--- src/core/extagent_regs.vh ---
// offsets, fields, command codes and sizes for the external agent controller
// assumes: 8-bit AXI4-Lite byte addresses, 32-bit data, one aligned word per register
`ifndef EXTAGENT_REGS_VH
`define EXTAGENT_REGS_VH

// ****************************************************************
// register offsets
// ****************************************************************
`define OFS_CTRL 8'h00
`define OFS_ADDR 8'h04
`define OFS_WDATA 8'h08
`define OFS_RESP_DATA 8'h0C
`define OFS_RESP_CTRL 8'h10
`define OFS_STATUS 8'h14
`define OFS_HEAD_ADDR 8'h18
`define OFS_RD_DATA 8'h1C

// ****************************************************************
// control fields
// ****************************************************************
`define CTRL_KIND_LO 0
`define CTRL_KIND_HI 1
`define CTRL_GO 2
`define CTRL_HOLD 3
`define KIND_READ 2'h0
`define KIND_WRITE 2'h1
`define KIND_NULL 2'h2
`define RESP_LAST 0
`define RESP_ERR 1
`define RESP_GO 2

// ****************************************************************
// status fields
// ****************************************************************
`define ST_EXT_PEND 0
`define ST_RESP_PEND 1
`define ST_SLAVE 2
`define ST_ARB 3
`define ST_QCNT_LO 4
`define ST_QCNT_HI 6
`define ST_WADDR_ERR 8
`define ST_REFUSED 9
`define ST_RD_ERR 10

// ****************************************************************
// command / identifier bus encoding
// ****************************************************************
`define CMD_IS_DATA 8
`define CMD_CODE_HI 7
`define CMD_CODE_LO 5
`define CMD_CODE_READ 3'h0
`define CMD_CODE_WRITE 3'h2
`define CMD_CODE_NULL 3'h3
`define ID_LAST 7
`define ID_RESP 6
`define ID_ERR 5
`define WADDR_CHK_HI 6
`define WADDR_CHK_LO 4

// ****************************************************************
// sizes and reset values
// ****************************************************************
`define RDQ_DEPTH 3'h4
`define RESP_OKAY 2'h0
`define RESP_SLVERR 2'h2
`define ZERO32 32'h00000000

`endif

--- src/core/ext_agent_ctrl.v ---
// external agent controller for a multiplexed address/data system interface
// assumes: processor pins are asynchronous (2-flop sampled); software on AXI4-Lite
//
// How it works
// - external requests are driven only while the interface is in slave state.
// - raise arbitration request, wait release; start at once after uncompelled release.
// - drop arbitration request on seeing release unless a string is held.
// - external write address bits 6 to 4 must be zero, else refused.
// - agent drives buses no sooner than two cycles after release.
// - agent floats buses on completion; processor drives one cycle later.
// - check bits follow the address/data bus drive and timing.
// - external read is one word, nothing between request and its response.
// - external read: command, address, valid one cycle, then float, await answer.
// - null request: null command with one valid cycle, then release buses.
// - external write: command plus address, then one last-flagged data cycle.
// - read response after slave change; float buses after last cycle.
// - every response cycle is flagged response; final one also flagged last.
// - responses go back in processor request order.
// - response cycles may carry error flag, full size still delivered.
// - response data only while a processor read is pending.
// - after an error, remaining outstanding reads are still answered.
//
// Implementation choices: the address map and the AXI4-Lite register port.
`timescale 1ns/1ps
`include "extagent_regs.vh"
module ext_agent_ctrl (
  input wire CLK_SYS, // system clock, 25 MHz
  input wire RESETN, // synchronous reset, active low
  input wire [7:0] S_AXI_AWADDR, // write address
  input wire S_AXI_AWVALID, // write address valid
  output wire S_AXI_AWREADY, // write address ready
  input wire [31:0] S_AXI_WDATA, // write data
  input wire [3:0] S_AXI_WSTRB, // write byte enables
  input wire S_AXI_WVALID, // write data valid
  output wire S_AXI_WREADY, // write data ready
  output reg [1:0] S_AXI_BRESP, // write response
  output reg S_AXI_BVALID, // write response valid
  input wire S_AXI_BREADY, // write response ready
  input wire [7:0] S_AXI_ARADDR, // read address
  input wire S_AXI_ARVALID, // read address valid
  output wire S_AXI_ARREADY, // read address ready
  output reg [31:0] S_AXI_RDATA, // read data
  output reg [1:0] S_AXI_RRESP, // read response
  output reg S_AXI_RVALID, // read data valid
  input wire S_AXI_RREADY, // read data ready
  output reg EXT_ARB_REQ_N, // external arbitration request, active low
  input wire RELEASE_N, // processor release strobe, active low
  output reg AGENT_VALID_N, // agent valid strobe, active low
  input wire PROC_VALID_N, // processor valid strobe, active low
  output wire READ_ACCEPT_READY_N, // agent can take a read, active low
  output wire WRITE_ACCEPT_READY_N, // agent can take a write, active low
  input wire [31:0] MUX_AD_IN, // muxed address/data bus, pin level
  output reg [31:0] MUX_AD_OUT, // muxed address/data bus, driven value
  output reg MUX_AD_OE, // muxed address/data bus drive enable
  input wire [8:0] CMD_ID_IN, // command/identifier bus, pin level
  output reg [8:0] CMD_ID_OUT, // command/identifier bus, driven value
  output reg CMD_ID_OE, // command/identifier bus drive enable
  input wire [3:0] CHK_IN, // data check bits, pin level
  output reg [3:0] CHK_OUT, // data check bits, driven value
  output reg CHK_OE // data check bits drive enable
);
  // ****************************************************************
  // state codes
  // ****************************************************************
  localparam [2:0] S_IDLE = 3'h0;
  localparam [2:0] S_ADDR = 3'h1;
  localparam [2:0] S_WDATA = 3'h2;
  localparam [2:0] S_RDWAIT = 3'h3;
  localparam [2:0] S_RESP = 3'h4;

  // ****************************************************************
  // pin sampling
  // ****************************************************************
  wire [46:0] pins_s;
  wire release_seen = !pins_s[46];
  wire proc_valid = !pins_s[45];
  wire [8:0] cmd_s = pins_s[44:36];
  wire [31:0] ad_s = pins_s[35:4];
  wire [3:0] chk_s = pins_s[3:0];

  pin_sync2 #(
    .WIDTH(47),
    .INIT({2'h3, 45'h0})
  ) u_sync (
    .CLK_SYS(CLK_SYS),
    .RESETN(RESETN),
    .D({RELEASE_N, PROC_VALID_N, CMD_ID_IN, MUX_AD_IN, CHK_IN}),
    .Q(pins_s)
  );

  // ****************************************************************
  // registers and state
  // ****************************************************************
  reg [2:0] state;
  reg slave; // interface is in slave state, buses are ours
  reg ext_pend;
  reg [1:0] ext_kind;
  reg hold;
  reg [31:0] ext_addr;
  reg [31:0] ext_wdata;
  reg resp_pend;
  reg resp_last;
  reg resp_err;
  reg [31:0] resp_data;
  reg [31:0] rd_data;
  reg [3:0] rd_chk;
  reg waddr_err;
  reg refused;
  reg rd_err;
  reg [31:0] rdq [0:3];
  reg [1:0] q_wr;
  reg [1:0] q_rd;
  reg [2:0] q_cnt;
  reg aw_held;
  reg w_held;
  reg [7:0] aw_addr;
  reg [31:0] w_data;
  reg [3:0] w_strb;

  wire [31:0] status = {17'h0, rd_chk, rd_err, refused, waddr_err, 1'b0, q_cnt,
                        !EXT_ARB_REQ_N, slave, resp_pend, ext_pend};
  wire proc_rd_req = proc_valid && !cmd_s[`CMD_IS_DATA] &&
                     cmd_s[`CMD_CODE_HI:`CMD_CODE_LO] == `CMD_CODE_READ;
  wire bad_waddr = ext_addr[`WADDR_CHK_HI:`WADDR_CHK_LO] != 3'h0;
  wire wr_go = aw_held && w_held && !S_AXI_BVALID;

  assign S_AXI_AWREADY = !aw_held && !S_AXI_BVALID;
  assign S_AXI_WREADY = !w_held && !S_AXI_BVALID;
  assign S_AXI_ARREADY = !S_AXI_RVALID;
  // full queue holds off further processor reads
  assign READ_ACCEPT_READY_N = (q_cnt == `RDQ_DEPTH);
  assign WRITE_ACCEPT_READY_N = 1'b0;

  function [31:0] merge;
    input [31:0] old;
    input [31:0] nw;
    input [3:0] be;
    integer i;
    begin
      merge = old;
      for (i = 0; i < 4; i = i + 1) begin
        if (be[i]) merge[i*8 +: 8] = nw[i*8 +: 8];
      end
    end
  endfunction

  function [3:0] parity;
    input [31:0] d;
    begin
      parity = {^d[31:24], ^d[23:16], ^d[15:8], ^d[7:0]};
    end
  endfunction

  // drive all three buses together, check bits tracking the data bus
  task drive;
    input [8:0] c;
    input [31:0] d;
    begin
      CMD_ID_OUT <= c;
      MUX_AD_OUT <= d;
      CHK_OUT <= parity(d);
      CMD_ID_OE <= 1'b1;
      MUX_AD_OE <= 1'b1;
      CHK_OE <= 1'b1;
      AGENT_VALID_N <= 1'b0;
    end
  endtask

  always @(posedge CLK_SYS) begin
    if (!RESETN) begin
      S_AXI_BRESP <= `RESP_OKAY;
      S_AXI_BVALID <= 1'b0;
      S_AXI_RDATA <= `ZERO32;
      S_AXI_RRESP <= `RESP_OKAY;
      S_AXI_RVALID <= 1'b0;
      aw_held <= 1'b0;
      w_held <= 1'b0;
      aw_addr <= 8'h00;
      w_data <= `ZERO32;
      w_strb <= 4'h0;
      EXT_ARB_REQ_N <= 1'b1;
      AGENT_VALID_N <= 1'b1;
      MUX_AD_OUT <= `ZERO32;
      MUX_AD_OE <= 1'b0;
      CMD_ID_OUT <= 9'h000;
      CMD_ID_OE <= 1'b0;
      CHK_OUT <= 4'h0;
      CHK_OE <= 1'b0;
      state <= S_IDLE;
      slave <= 1'b0;
      ext_pend <= 1'b0;
      ext_kind <= `KIND_NULL;
      hold <= 1'b0;
      ext_addr <= `ZERO32;
      ext_wdata <= `ZERO32;
      resp_pend <= 1'b0;
      resp_last <= 1'b0;
      resp_err <= 1'b0;
      resp_data <= `ZERO32;
      rd_data <= `ZERO32;
      rd_chk <= 4'h0;
      waddr_err <= 1'b0;
      refused <= 1'b0;
      rd_err <= 1'b0;
      q_wr <= 2'h0;
      q_rd <= 2'h0;
      q_cnt <= 3'h0;
    end else begin
      // ****************************************************************
      // AXI4-Lite slave
      // ****************************************************************
      if (S_AXI_AWVALID && S_AXI_AWREADY) begin
        aw_held <= 1'b1;
        aw_addr <= S_AXI_AWADDR;
      end
      if (S_AXI_WVALID && S_AXI_WREADY) begin
        w_held <= 1'b1;
        w_data <= S_AXI_WDATA;
        w_strb <= S_AXI_WSTRB;
      end
      if (S_AXI_BVALID && S_AXI_BREADY) S_AXI_BVALID <= 1'b0;
      if (wr_go) begin
        aw_held <= 1'b0;
        w_held <= 1'b0;
        S_AXI_BVALID <= 1'b1;
        S_AXI_BRESP <= `RESP_OKAY;
        case (aw_addr)
          `OFS_CTRL: begin
            if (w_strb[0]) begin
              hold <= w_data[`CTRL_HOLD];
              // a new order while one is open is dropped and flagged
              if (w_data[`CTRL_GO] && ext_pend) begin
                refused <= 1'b1;
              end else if (w_data[`CTRL_GO]) begin
                ext_pend <= 1'b1;
                ext_kind <= w_data[`CTRL_KIND_HI:`CTRL_KIND_LO];
              end
            end
          end
          `OFS_ADDR: ext_addr <= merge(ext_addr, w_data, w_strb);
          `OFS_WDATA: ext_wdata <= merge(ext_wdata, w_data, w_strb);
          `OFS_RESP_DATA: resp_data <= merge(resp_data, w_data, w_strb);
          `OFS_RESP_CTRL: begin
            if (w_strb[0] && w_data[`RESP_GO]) begin
              if (resp_pend || q_cnt == 3'h0) begin
                refused <= 1'b1;
              end else begin
                resp_pend <= 1'b1;
                resp_last <= w_data[`RESP_LAST];
                resp_err <= w_data[`RESP_ERR];
              end
            end
          end
          `OFS_STATUS: begin
            if (w_strb[1]) begin
              if (w_data[`ST_WADDR_ERR]) waddr_err <= 1'b0;
              if (w_data[`ST_REFUSED]) refused <= 1'b0;
              if (w_data[`ST_RD_ERR]) rd_err <= 1'b0;
            end
          end
          default: S_AXI_BRESP <= `RESP_SLVERR;
        endcase
      end
      if (S_AXI_RVALID && S_AXI_RREADY) S_AXI_RVALID <= 1'b0;
      if (S_AXI_ARVALID && S_AXI_ARREADY) begin
        S_AXI_RVALID <= 1'b1;
        S_AXI_RRESP <= `RESP_OKAY;
        case (S_AXI_ARADDR)
          `OFS_CTRL: S_AXI_RDATA <= {28'h0, hold, ext_pend, ext_kind};
          `OFS_ADDR: S_AXI_RDATA <= ext_addr;
          `OFS_WDATA: S_AXI_RDATA <= ext_wdata;
          `OFS_RESP_DATA: S_AXI_RDATA <= resp_data;
          `OFS_RESP_CTRL: S_AXI_RDATA <= {29'h0, resp_pend, resp_err, resp_last};
          `OFS_STATUS: S_AXI_RDATA <= status;
          `OFS_HEAD_ADDR: S_AXI_RDATA <= rdq[q_rd];
          `OFS_RD_DATA: S_AXI_RDATA <= rd_data;
          default: begin
            S_AXI_RDATA <= `ZERO32;
            S_AXI_RRESP <= `RESP_SLVERR;
          end
        endcase
      end

      // ****************************************************************
      // arbitration and processor read capture
      // ****************************************************************
      // release reaches us two cycles late, so driving from here keeps the gap
      if (release_seen && !slave) begin
        slave <= 1'b1;
        if (!hold) EXT_ARB_REQ_N <= 1'b1;
      end
      if (!slave && proc_rd_req && q_cnt != `RDQ_DEPTH) begin
        rdq[q_wr] <= ad_s;
        q_wr <= q_wr + 2'h1;
        q_cnt <= q_cnt + 3'h1;
      end

      // ****************************************************************
      // bus sequencer
      // ****************************************************************
      case (state)
        S_IDLE: begin
          if (ext_pend && !slave && EXT_ARB_REQ_N && !release_seen) begin
            EXT_ARB_REQ_N <= 1'b0;
          end
          if (slave && ext_pend) begin
            if (ext_kind == `KIND_WRITE && bad_waddr) begin
              drive({1'b0, `CMD_CODE_NULL, 5'h00}, `ZERO32);
              ext_kind <= `KIND_NULL;
              waddr_err <= 1'b1;
              state <= S_ADDR;
            end else if (ext_kind == `KIND_WRITE) begin
              drive({1'b0, `CMD_CODE_WRITE, 5'h00}, ext_addr);
              state <= S_ADDR;
            end else if (ext_kind == `KIND_READ) begin
              drive({1'b0, `CMD_CODE_READ, 5'h00}, ext_addr);
              state <= S_ADDR;
            end else begin
              drive({1'b0, `CMD_CODE_NULL, 5'h00}, `ZERO32);
              state <= S_ADDR;
            end
          end else if (slave && resp_pend && q_cnt != 3'h0) begin
            drive({1'b1, resp_last, 1'b1, resp_err, 5'h00}, resp_data);
            state <= S_RESP;
          end
        end
        S_ADDR: begin
          if (ext_kind == `KIND_WRITE) begin
            drive({1'b1, 1'b1, 1'b0, 1'b0, 5'h00}, ext_wdata);
            state <= S_WDATA;
          end else begin
            AGENT_VALID_N <= 1'b1;
            CMD_ID_OE <= 1'b0;
            MUX_AD_OE <= 1'b0;
            CHK_OE <= 1'b0;
            if (ext_kind == `KIND_READ) begin
              state <= S_RDWAIT;
            end else begin
              slave <= 1'b0;
              ext_pend <= 1'b0;
              state <= S_IDLE;
            end
          end
        end
        S_WDATA: begin
          AGENT_VALID_N <= 1'b1;
          CMD_ID_OE <= 1'b0;
          MUX_AD_OE <= 1'b0;
          CHK_OE <= 1'b0;
          slave <= 1'b0;
          ext_pend <= 1'b0;
          state <= S_IDLE;
        end
        S_RDWAIT: begin
          // nothing else is issued until the processor answers
          if (proc_valid && cmd_s[`CMD_IS_DATA]) begin
            rd_data <= ad_s;
            rd_chk <= chk_s;
            if (cmd_s[`ID_ERR]) rd_err <= 1'b1;
            slave <= 1'b0;
            ext_pend <= 1'b0;
            state <= S_IDLE;
          end
        end
        S_RESP: begin
          AGENT_VALID_N <= 1'b1;
          CMD_ID_OE <= 1'b0;
          MUX_AD_OE <= 1'b0;
          CHK_OE <= 1'b0;
          resp_pend <= 1'b0;
          if (resp_last) begin
            q_rd <= q_rd + 2'h1;
            q_cnt <= q_cnt - 3'h1;
            if (q_cnt == 3'h1) slave <= 1'b0;
          end
          state <= S_IDLE;
        end
        default: state <= S_IDLE;
      endcase
    end
  end
endmodule // ext_agent_ctrl

--- src/core/pin_sync2.v ---
// two flip-flop synchroniser for a group of pin inputs
// assumes: inputs are asynchronous to CLK_SYS; only the second stage is read outside
`timescale 1ns/1ps
module pin_sync2 #(
  parameter WIDTH = 1,
  parameter [WIDTH-1:0] INIT = {WIDTH{1'b0}}
) (
  input wire CLK_SYS, // system clock
  input wire RESETN, // synchronous reset, active low
  input wire [WIDTH-1:0] D, // raw pin levels
  output reg [WIDTH-1:0] Q // synchronised levels
);
  reg [WIDTH-1:0] stage1;

  always @(posedge CLK_SYS) begin
    if (!RESETN) begin
      stage1 <= INIT;
      Q <= INIT;
    end else begin
      stage1 <= D;
      Q <= stage1;
    end
  end
endmodule // pin_sync2
--- config.mk ---
export PLATFORM = sky130hd
export DESIGN_NAME = ext_agent_ctrl
export DESIGN_NICKNAME = d
export VERILOG_FILES = /design/src/core/ext_agent_ctrl.v /design/src/core/pin_sync2.v
export VERILOG_INCLUDE_DIRS = /design/src /design/src/core
export SDC_FILE = /design/constraint.sdc
export NUM_CORES = 1
export LEC_CHECK = 0
export ABC_CLOCK_PERIOD_IN_PS = 4300
export BUFFER_PORTS_ARGS = -buffer_cell sky130_fd_sc_hd__buf_2
export CORE_AREA = 10 10 376 196
export CTS_BUF_LIST = sky130_fd_sc_hd__clkbuf_8
export DETAILED_ROUTE_END_ITERATION = 8
export DIE_AREA = 0 0 386 206
export PLACE_DENSITY_LB_ADDON = 0.15
export SKIP_LAST_GASP = 1
export SYNTH_ARGS = -nofsm -noshare
export SYNTH_HDL_FRONTEND = slang
export SYNTH_SLANG_ARGS = --single-unit
export TNS_END_PERCENT = 1
--- constraint.sdc ---
create_clock -name CLK_SYS -period 4.3 [get_ports CLK_SYS]
set_clock_uncertainty 0.2 [all_clocks]
set_input_delay 0 -clock CLK_SYS [delete_from_list [all_inputs] [get_ports CLK_SYS]]
set_output_delay 0 -clock CLK_SYS [all_outputs]
set_load 0.02 [all_outputs]
Word-level counts from Yosys, hierarchy flattened

Memory sizes are Yosys's and may differ from the RTL's. A register that Yosys moved wholly into a read port is not among the register bits.
Index checks and enable logic that the tools add are counted.

Bits in registers: 379
Bits in latches: 0
RAM bits: 128
Memory bits (read-only): 0
Input port bits: 106
Output and inout bits: 93
Logic and storage cells: 265
Memories kept: 1

Add/subtract/negate cells: 4
$mul: 0
Divide/modulo/power cells: 0
Order comparisons: 0
Equal/unequal tests: 29
Shifts and indexed selects: 0
Multiplexer cells: 99
Bitwise gates (word level): 2
Reduce and logical (&&, ||, !) cells: 84

Memory list:

| memory | words | width | read ports | clocked after memory_dff | write ports | line                 | RTL |
|---|---|---|---|---|---|---|---|
| rdq    | 4     | 32    | 1          | 1                        | 1           | ext_agent_ctrl.v:110 | `reg [31:0] rdq [0:3];` |

Operator list:

| kind                                                                  | number |
|---|---|
| 32-bit one-hot mux with 8 select lines                                | 1 |
| 32-bit 2-to-1 mux                                                     | 6 |
| 8-bit parity                                                          | 12 |
| 32-bit one-hot mux with 2 select lines                                | 1 |
| 1-bit 2-to-1 mux                                                      | 51 |
| 8-bit by 5-bit equality test with 1-bit output, second input constant | 6 |
| 3-bit AND reduction                                                   | 14 |
| 8-bit by 4-bit equality test with 1-bit output, second input constant | 4 |
| 2-bit 2-to-1 mux                                                      | 14 |
| 9-bit 2-to-1 mux                                                      | 3 |
| 1-bit logical AND                                                     | 24 |
| 4-bit 2-to-1 mux                                                      | 6 |
| 7-bit 2-to-1 mux                                                      | 3 |
| 3-bit 2-to-1 mux                                                      | 6 |
| 9-bit one-hot mux with 2 select lines                                 | 1 |
| 8-bit by 3-bit equality test with 1-bit output, second input constant | 2 |
| 8-bit logical NOT                                                     | 2 |
| 2-bit inequality test, second input constant                          | 8 |
| 1-bit one-hot mux with 3 select lines                                 | 4 |
| 3-bit nonzero test                                                    | 4 |
| 1-bit logical NOT                                                     | 9 |
| 3-bit logical NOT                                                     | 3 |
| 3-bit one-hot mux with 3 select lines                                 | 1 |
| 4-bit one-hot mux with 2 select lines                                 | 1 |
| other kinds (19)                                                      | 32 |

Depth between registers and ports, before layout

Gate-level depths: netlist (run 1).

Depth in word-level cells: 8
Depth in mapped cells: 9
Mapped depth without buffers: 7

Cells and area by module

A second synthesis (run 1) with hierarchy kept.

Cells, all modules: 1960
Area total of the unflattened synthesis: 20887.5 um2

Modules (own cells, without submodules):

| module         | instances | cells each | area an instance (um2) | sequential area each (um2) |
|---|---|---|---|---|
| ext_agent_ctrl | 1         | 1762       | 18323.8                | 9449.1 |
| pin_sync2      | 1         | 198        | 2563.7                 | 1881.8 |

Worst setup path after synthesis (run 1)

OpenSTA, ideal clock, no wires.

Kind: flip-flop to flip-flop
Start point: register q_cnt[0]
End point: memory rdq[1][0] (enable)
Arrival time: 2.232 ns
Required time: 3.708 ns
Setup slack: 1.476 ns
Stages on the path, launching flop included: 6
Clock period less this slack: 2.824 ns
Cells stage by stage: dfxtp_1 > inv_1 > ha_1 > and2_1 > nor4_4 > and3_1

Cells in the longest elaborated chain, start to end: 5

RTL lines:

| what                                   | line                 | RTL |
|---|---|---|
| from (decl)                            | ext_agent_ctrl.v:113 | `reg [2:0] q_cnt;` |
| from (signal assigned)                 | ext_agent_ctrl.v:295 | `q_cnt <= q_cnt + 3'h1;` |
| from (signal assigned)                 | ext_agent_ctrl.v:373 | `q_cnt <= q_cnt - 3'h1;` |
| 3-bit inequality test (no source line) | --                   |  |
| 1-bit logical AND (no source line)     | --                   |  |
| 1-bit 2-to-1 mux                       | ext_agent_ctrl.v:292 | `` if (!slave && proc_rd_req && q_cnt != `RDQ_DEPTH) begin `` |
| 1-bit 2-to-1 mux                       | ext_agent_ctrl.v:170 | `if (!RESETN) begin` |
| 1-bit 2-to-1 mux (implied by the code) | ext_agent_ctrl.v:293 | `rdq[q_wr] <= ad_s;` |
| to (decl)                              | ext_agent_ctrl.v:110 |  |

No other way between the ends.

Worst setup path after layout (run 1)

Start point: register q_cnt[0]
End point: register CMD_ID_OUT[5]

Cells in the longest elaborated chain, start to end: 4

RTL lines:

| what                                   | line                 | RTL |
|---|---|---|
| 3-bit nonzero test                     | ext_agent_ctrl.v:322 | `end else if (slave && resp_pend && q_cnt != 3'h0) begin` |
| 1-bit logical AND                      | ext_agent_ctrl.v:322 |  |
| 3-bit inequality test (no source line) | --                   |  |
| 3-bit AND reduction (no source line)   | --                   |  |
| to (signal assigned)                   | ext_agent_ctrl.v:185 | `CMD_ID_OUT <= 9'h000;` |
| to (decl)                              | ext_agent_ctrl.v:56  | `output reg [8:0] CMD_ID_OUT,` |

No other way between the ends.
A chain may end at the register's enable or synchronous reset.

==> flow_metrics.env, run 1 <==
export IMPL_syn_area_um2=19900
export IMPL_yosysWarnings=0
export IMPL_firstDrtPassIters=5
export IMPL_met1_usage_pct=22.6
export IMPL_chipHeight_um=206
export IMPL_cp_required_ns=4.72
export IMPL_tightest_slew_ns=1.12
export IMPL_largest_register="rdq"
export IMPL_port_buffers=185
export IMPL_end_kind="flop"
export IMPL_vias=15723
export IMPL_slew_headroom_pct=25.1
export IMPL_drt_vias_per_instance=4.79
export IMPL_post_cts_resized=0
export IMPL_row_count=68
export IMPL_ir_drop_mv=0.199
export IMPL_grt_pass1_vias=16196
export IMPL_start_util_pct=29.5
export IMPL_cts_buffers=76
export IMPL_async_flop_share_pct=0
export IMPL_hold_viol_final=0
export IMPL_grt_use_total_pct=16.4
export IMPL_place_ws_ns=1.28
export IMPL_die_w_um=386
export IMPL_dieArea_um2=79500
export IMPL_dp_cells=2843
export IMPL_avgSynthCellArea_um2=10.9
export IMPL_drc_errors=0
export IMPL_synth_distinct_cells=68
export IMPL_ys_ff_latch=492
export IMPL_ant_nets=0
export IMPL_total_leakage_power_nw=10.4
export IMPL_clock_latency_ns=0.71
export IMPL_gr_total_overflow=0
export IMPL_drt_iter0_drc=1180
export IMPL_postCtsSetupRepairBufs=0
export IMPL_clkTransAtPathRegs_ns=0.06
export IMPL_grt_pass1_wl_mm=99.6
export IMPL_hold_path_class="in -> reg"
export IMPL_cap_viol_max_count=0
export IMPL_largestRegisters="rdq: 128 flops, u_sync.Q: 42 flops, u_sync.stage1: 42 flops"
export IMPL_cts_root_buffer="clkbuf_8"
export IMPL_critPathKind="reg -> reg"
export IMPL_ys_flop_type="dfxtp_1"
export IMPL_drive_above_1_share_pct=16.9
export IMPL_ys_seq_area_share_pct=55.8
export IMPL_top_usage_layer="met2"
export IMPL_cts_htree_levels=3
export IMPL_post_route_period_util_pct=69.7
export IMPL_period_minus_slack_ns=3.00
export IMPL_drv_slew=0
export IMPL_cts_tree="yes"
export IMPL_grt_max_degree=102
export IMPL_clkSinkCount=492
export IMPL_gr_usage_met3_pct=4.18
export IMPL_largest_reg_flops=128
export IMPL_hpwl_mm=44.7
export IMPL_synthCells=1838
export IMPL_synth_edf_count=128
export IMPL_holdBufCountCts=301
export IMPL_cts_buffer_depth=3
export IMPL_rsz0062_at_grt="no"
export IMPL_area_growth_pct=31.8
export IMPL_finalSetupTns_ns=0
export IMPL_p_total_mw=9.50
export IMPL_cp_arrival_ns=3.42
export IMPL_outcome="completed"
export IMPL_setup_viol=0
export IMPL_core_um2=67600
export IMPL_avgRoutedWirePerCell_um=20.3
export IMPL_final_cells=3283
export IMPL_start_kind="flop"
export IMPL_antenna_found_initial=1
export IMPL_place_gp_congestion=0.806
export IMPL_finalWorstSetupSlack_ns=1.30
export IMPL_grt_util_met2_pct=25.4
export IMPL_crit_path_max_fanout=35
export IMPL_wl_mm=66.6
export IMPL_fillCellCount=6829
export IMPL_power_density_nw_per_um2=361
export IMPL_ios=199
export IMPL_fmax_ghz=0.334
export IMPL_fin_nets=2427
## power breakdown
group,internal (mW),switching [mW]
combinational,0.313,0.288
sequential,4.81,0.0704
clock,2.06,1.96
total,7.18,2.32
## metal layers
layer  vias up  share of wire, %
li1       7486                 -
met1      7752                47
met2       402                45
met3        83               6.4
met4         0               2.0
met5         -                 0
## final timing paths
kind	to	slack, ns	depth (start not counted)	startpoint
max reg2reg	CMD_ID_OUT[5]	1.30	8	q_cnt[0]
min reg2reg	u_sync.Q[45]	0.21	1	u_sync.stage1[45]
max	CMD_ID_OUT[5]	1.30	8	q_cnt[0]
min	u_sync.Q[45]	0.10	3	RESETN
## cell usage after synthesis, types with 5 or more instances
cell / number / area [um2]
mux2i_1: 135 / 1350
buf_4: 10 / 75.1
a22o_1: 24 / 210
a21oi_2: 5 / 43.8
mux2_2: 7 / 78.8
xor2_1: 9 / 78.8
nor2_1: 135 / 507
a22oi_1: 31 / 233
nand2_1: 241 / 905
nand3_1: 34 / 170
and2_1: 87 / 544
o22ai_1: 20 / 125
ha_1: 9 / 113
xnor2_1: 79 / 692
and3_1: 10 / 62.6
edfxtp_1: 128 / 3840
nand3_2: 8 / 80.1
nor2b_1: 7 / 43.8
buf_2: 11 / 55.1
o221ai_1: 11 / 96.3
dfxtp_1: 364 / 7290
clkbuf_1: 89 / 334
nor3_1: 13 / 65.1
a221o_1: 31 / 310
inv_1: 16 / 60.1
nand2b_1: 11 / 68.8
a21oi_1: 148 / 741
o211ai_1: 31 / 233
mux4_2: 34 / 766
buf_1: 12 / 45.0
o21ai_0: 21 / 105
## cells in the final DEF (no fill, tap or decap), drive strengths merged, types with 8 or more instances in the layout
master	count
clkinv	15
mux2i	135
a22oi	31
edfxtp	128
nand2	241
o211ai	31
inv	41
and3	10
o221ai	11
dlygate4sd3	301
mux4	34
a22o	24
conb	8
dfxtp	364
clkbuf	95
xnor2	79
ha	9
o22ai	20
nand2b	11
nor3	15
buf	215
nor2	135
and2	87
o21ai	21
a221o	31
xor2	9
nand3	45
a21oi	153
## logic make-up after synthesis
logic type,count (synthesis),share of synthesized area (%)
adder cells (fa/ha/maj),9,0.565
AND/OR/NAND/NOR,577,13.8
multiplexers,176,11.0
buffers and inverters,144,3.15
AO/OA/AOI/OAI,351,11.7
flip-flops,492,55.8
XOR/XNOR,88,3.86
other,1,0.0188
## area by class of cell
type | instances | area [um2] | area share [%]
Inverter | 17 | 68.8 | 0.262
Sequential cell | 492 | 11100 | 42.3
Antenna cell | 1 | 2.50 | 0.00952
Clock inverter | 43 | 220 | 0.837
Timing Repair Buffer | 516 | 4170 | 15.8
Tap cell | 910 | 1140 | 4.33
Clock buffer | 95 | 1310 | 4.97
Multi-Input combinational cell | 1209 | 8260 | 31.4
## through the flow
step | area, um2 | hold slack [ns] | util [%]
final | 26300 | 0.100 | 38.9
after global routing | 26300 | 0.105 | 38.9
after CTS | 26300 | 0.0491 | 38.9
after detailed placement | 21800 | -0.0136 | 32.2
after global placement | 21800 | -0.0156 | 32.2
after floorplan | 20000 | -0.0985 | -
## worst max-delay path, cell delays in order, from the launching register on
cell and delay, ns:
dfxtp_1 0.39, inv_1 0.12, ha_1 0.23, nand2b_1 0.08
buf_4 0.15, a311o_1 0.20, nand3_2 0.75, or3_1 0.66
a21oi_1 0.14
Power figures use the tool's default switching activity.
==> inputs of run 2 (changes only) <==
--- a/config.mk
+++ b/config.mk
@@ -6,7 +6,7 @@
 export SDC_FILE = /design/constraint.sdc
 export NUM_CORES = 1
 export LEC_CHECK = 0
-export ABC_CLOCK_PERIOD_IN_PS = 4300
+export ABC_CLOCK_PERIOD_IN_PS = 2500
 export BUFFER_PORTS_ARGS = -buffer_cell sky130_fd_sc_hd__buf_2
 export CORE_AREA = 10 10 376 196
 export CTS_BUF_LIST = sky130_fd_sc_hd__clkbuf_8
==> constraint.sdc (replaced) <==
create_clock -name CLK_SYS -period 2.5 [get_ports CLK_SYS]
set_clock_uncertainty 0.2 [all_clocks]
set_input_delay 0 -clock CLK_SYS [delete_from_list [all_inputs] [get_ports CLK_SYS]]
set_output_delay 0 -clock CLK_SYS [all_outputs]
set_load 0.02 [all_outputs]
==> flow_metrics.env, run 2 (synthesis results as in run 1) <==
export IMPL_chipHeight_um=206
export IMPL_cp_required_ns=2.89
export IMPL_crit_slowest_cell="dlygate4sd3_1"
export IMPL_layout_commonest_cell="dfxtp_1"
export IMPL_switching_share_pct=24.5
export IMPL_drive_above_1_share_pct=18.3
export IMPL_fillCellCount=6732
export IMPL_hold_end="EXT_ARB_REQ_N"
export IMPL_antenna_cells=0
export IMPL_vias=15764
export IMPL_cts_buffers=76
export IMPL_combPwrFrac_pct=6.4
export IMPL_cts_buffer_depth=3
export IMPL_area_growth_pct=32.3
export IMPL_crit_path_max_fanout=18
export IMPL_r2r_start="q_cnt[0]"
export IMPL_place_gp_congestion=0.818
export IMPL_intPower_mw=12.2
export IMPL_r2r_end="rdq[3][19]"
export IMPL_hold_viol_final=0
export IMPL_start_kind="primary input"
export IMPL_clkSinkCount=492
export IMPL_grt_max_degree=125
export IMPL_slew_headroom_pct=55.2
export IMPL_min_path_cells=3
export IMPL_ant_nets=0
export IMPL_cp_top_family="buffers and inverters"
export IMPL_firstDrtPassIters=5
export IMPL_gr_total_overflow=0
export IMPL_p_total_mw=16.1
export IMPL_dieArea_um2=79500
export IMPL_clock_latency_ns=0.69
export IMPL_wl_mm=65.8
export IMPL_drt_vias_per_instance=4.80
export IMPL_post_route_period_util_pct=98.5
export IMPL_cts_root_buffer="clkbuf_8"
export IMPL_avgRoutedWirePerCell_um=20.0
export IMPL_fmax_ghz=0.406
export IMPL_antenna_found_initial=2
export IMPL_largest_reg_flops=128
export IMPL_finalWorstSetupSlack_ns=0.0387
export IMPL_port_buffers=185
export IMPL_hold_start="RESETN"
export IMPL_rsz0062_at_grt="yes"
export IMPL_die_w_um=386
export IMPL_path_cells="dlygate4sd3_1, buf_2, buf_4, nor4b_2, dlygate4sd3_1, buf_4, a22oi_1, nor2_1, o311a_1"
export IMPL_power_switching_mw=3.94
export IMPL_drc_errors=0
export IMPL_cp_arrival_ns=2.85
export IMPL_drt_iter0_drc=1018
export IMPL_postCtsSetupRepairBufs=0
export IMPL_core_um2=67600
export IMPL_row_count=68
export IMPL_cts_htree_levels=3
export IMPL_outcome="completed"
export IMPL_period_minus_slack_ns=2.46
export IMPL_total_leakage_power_nw=10.3
export IMPL_largestRegisters="rdq: 128 flops, u_sync.Q: 42 flops, u_sync.stage1: 42 flops"
export IMPL_tightest_slew_ns=0.673
export IMPL_fin_nets=2434
export IMPL_cap_viol_max_count=0
export IMPL_grt_pass1_vias=16377
export IMPL_clkTransAtPathRegs_ns=0.07
export IMPL_ir_drop_mv=0.291
export IMPL_ios=199
export IMPL_grt_use_total_pct=16.5
export IMPL_reg2regPathDepth=6
export IMPL_largest_register="rdq"
export IMPL_end_kind="flop"
export IMPL_critPathKind="in -> reg"
export IMPL_cts_tree="yes"
export IMPL_pwr_share_seq_pct=52.1
export IMPL_critPathMaxStageDelay_ns=0.58
export IMPL_power_density_nw_per_um2=610
export IMPL_hpwl_mm=45.1
export IMPL_clkPwrFrac_pct=41.5
export IMPL_r2r_setup_slack_ns=0.22
export IMPL_place_ws_ns=0.228
export IMPL_final_cell_mix="dfxtp_1, dlygate4sd3_1, nand2_1"
export IMPL_setup_viol=0
export IMPL_drv_slew=0
export IMPL_grt_pass1_wl_mm=100
export IMPL_hold_path_class="in -> reg"
export IMPL_crit_buf_inv=5
export IMPL_start_util_pct=29.5
run 2: cell types whose count changed in the layout (fill, tap and decap cells not counted), moves of 2 or more:
cell | previous run | this run
buf_4 | 31 | 52
nor2_4 | 2 | 0
inv_1 | 39 | 37
clkinv_1 | 4 | 6
clkbuf_8 | 95 | 89
nor2_2 | 0 | 2
dlygate4sd3_1 | 301 | 270
buf_12 | 0 | 16
run 2: what timing repair did:
action,4_1_cts,5_1_grt
endpoints found under the setup margin,0,2
hold buffers,270,0
gates resized for setup,0,1
endpoints found under the hold margin,204,0
run 2: area by class of cell:
class | count | area (um2) | share of cell area [%]
multi-input cells | 1209 | 8250 | 31.2
well taps | 910 | 1140 | 4.31
clock inverters | 45 | 233 | 0.882
flip-flops and latches | 492 | 11100 | 42.2
inverters | 17 | 68.8 | 0.261
repair buffers | 523 | 4350 | 16.5
clock buffers | 89 | 1220 | 4.64
run 2: worst max-delay path by stage:
| stage | cells past startpoint | start | end | slack [ns] |
|---|---|---|---|---|
| final | 9 | S_AXI_ARADDR[2] | S_AXI_RDATA[1] | 0.04 |
| after global routing | 8 | S_AXI_ARADDR[2] | S_AXI_RDATA[13] | -0.02 |
| after CTS | 9 | S_AXI_ARADDR[2] | S_AXI_RDATA[2] | 0.14 |
| after detailed placement | 6 | q_cnt[0] | rdq[3][24] | 0.23 |
| after global placement | 6 | q_cnt[0] | rdq[2][26] | 0.24 |
| after floorplan | 5 | q_cnt[0] | rdq[2][0] | -0.32 |
run 2: worst min-delay path, cell delays in order:
cell and delay, ns:
dlygate4sd3_1 0.54, buf_4 0.29, nand2_1 0.11
run 2: per-stage QoR:
stage                     setup TNS [ns]  hold WS (ns)  util, %  instance area (um2)  instances
after CTS                              0        0.0438     39.0                26400       3285
after detailed placement               0       -0.0118     32.9                22200       2881
after global placement                 0       -0.0115     32.9                22200       2881
after global routing             -0.0196         0.112     39.0                26400       3285
final                                  0         0.103     39.0                26400       3285
after floorplan                   -31.05       -0.0985        -                20000       1845
run 2: layer usage:
layer | track usage (%) | share of wire [%]
met1 | 23.1 | 48
met2 | 25.2 | 44
met3 | 3.47 | 5.4
met4 | 4.78 | 2.1
met5 | 0 | 0
run 2: power by group through the flow:
stage | registers, mW | clock network [mW] | logic [mW]
2_1_floorplan | 8.53 | 0 | 0.406
3_3_place_gp | 8.57 | 0 | 0.682
3_5_place_dp | 8.58 | 0 | 0.690
4_1_cts | 8.40 | 6.94 | 1.03
5_1_grt | 8.41 | 7.30 | 1.12
6_report | 8.40 | 6.68 | 1.02
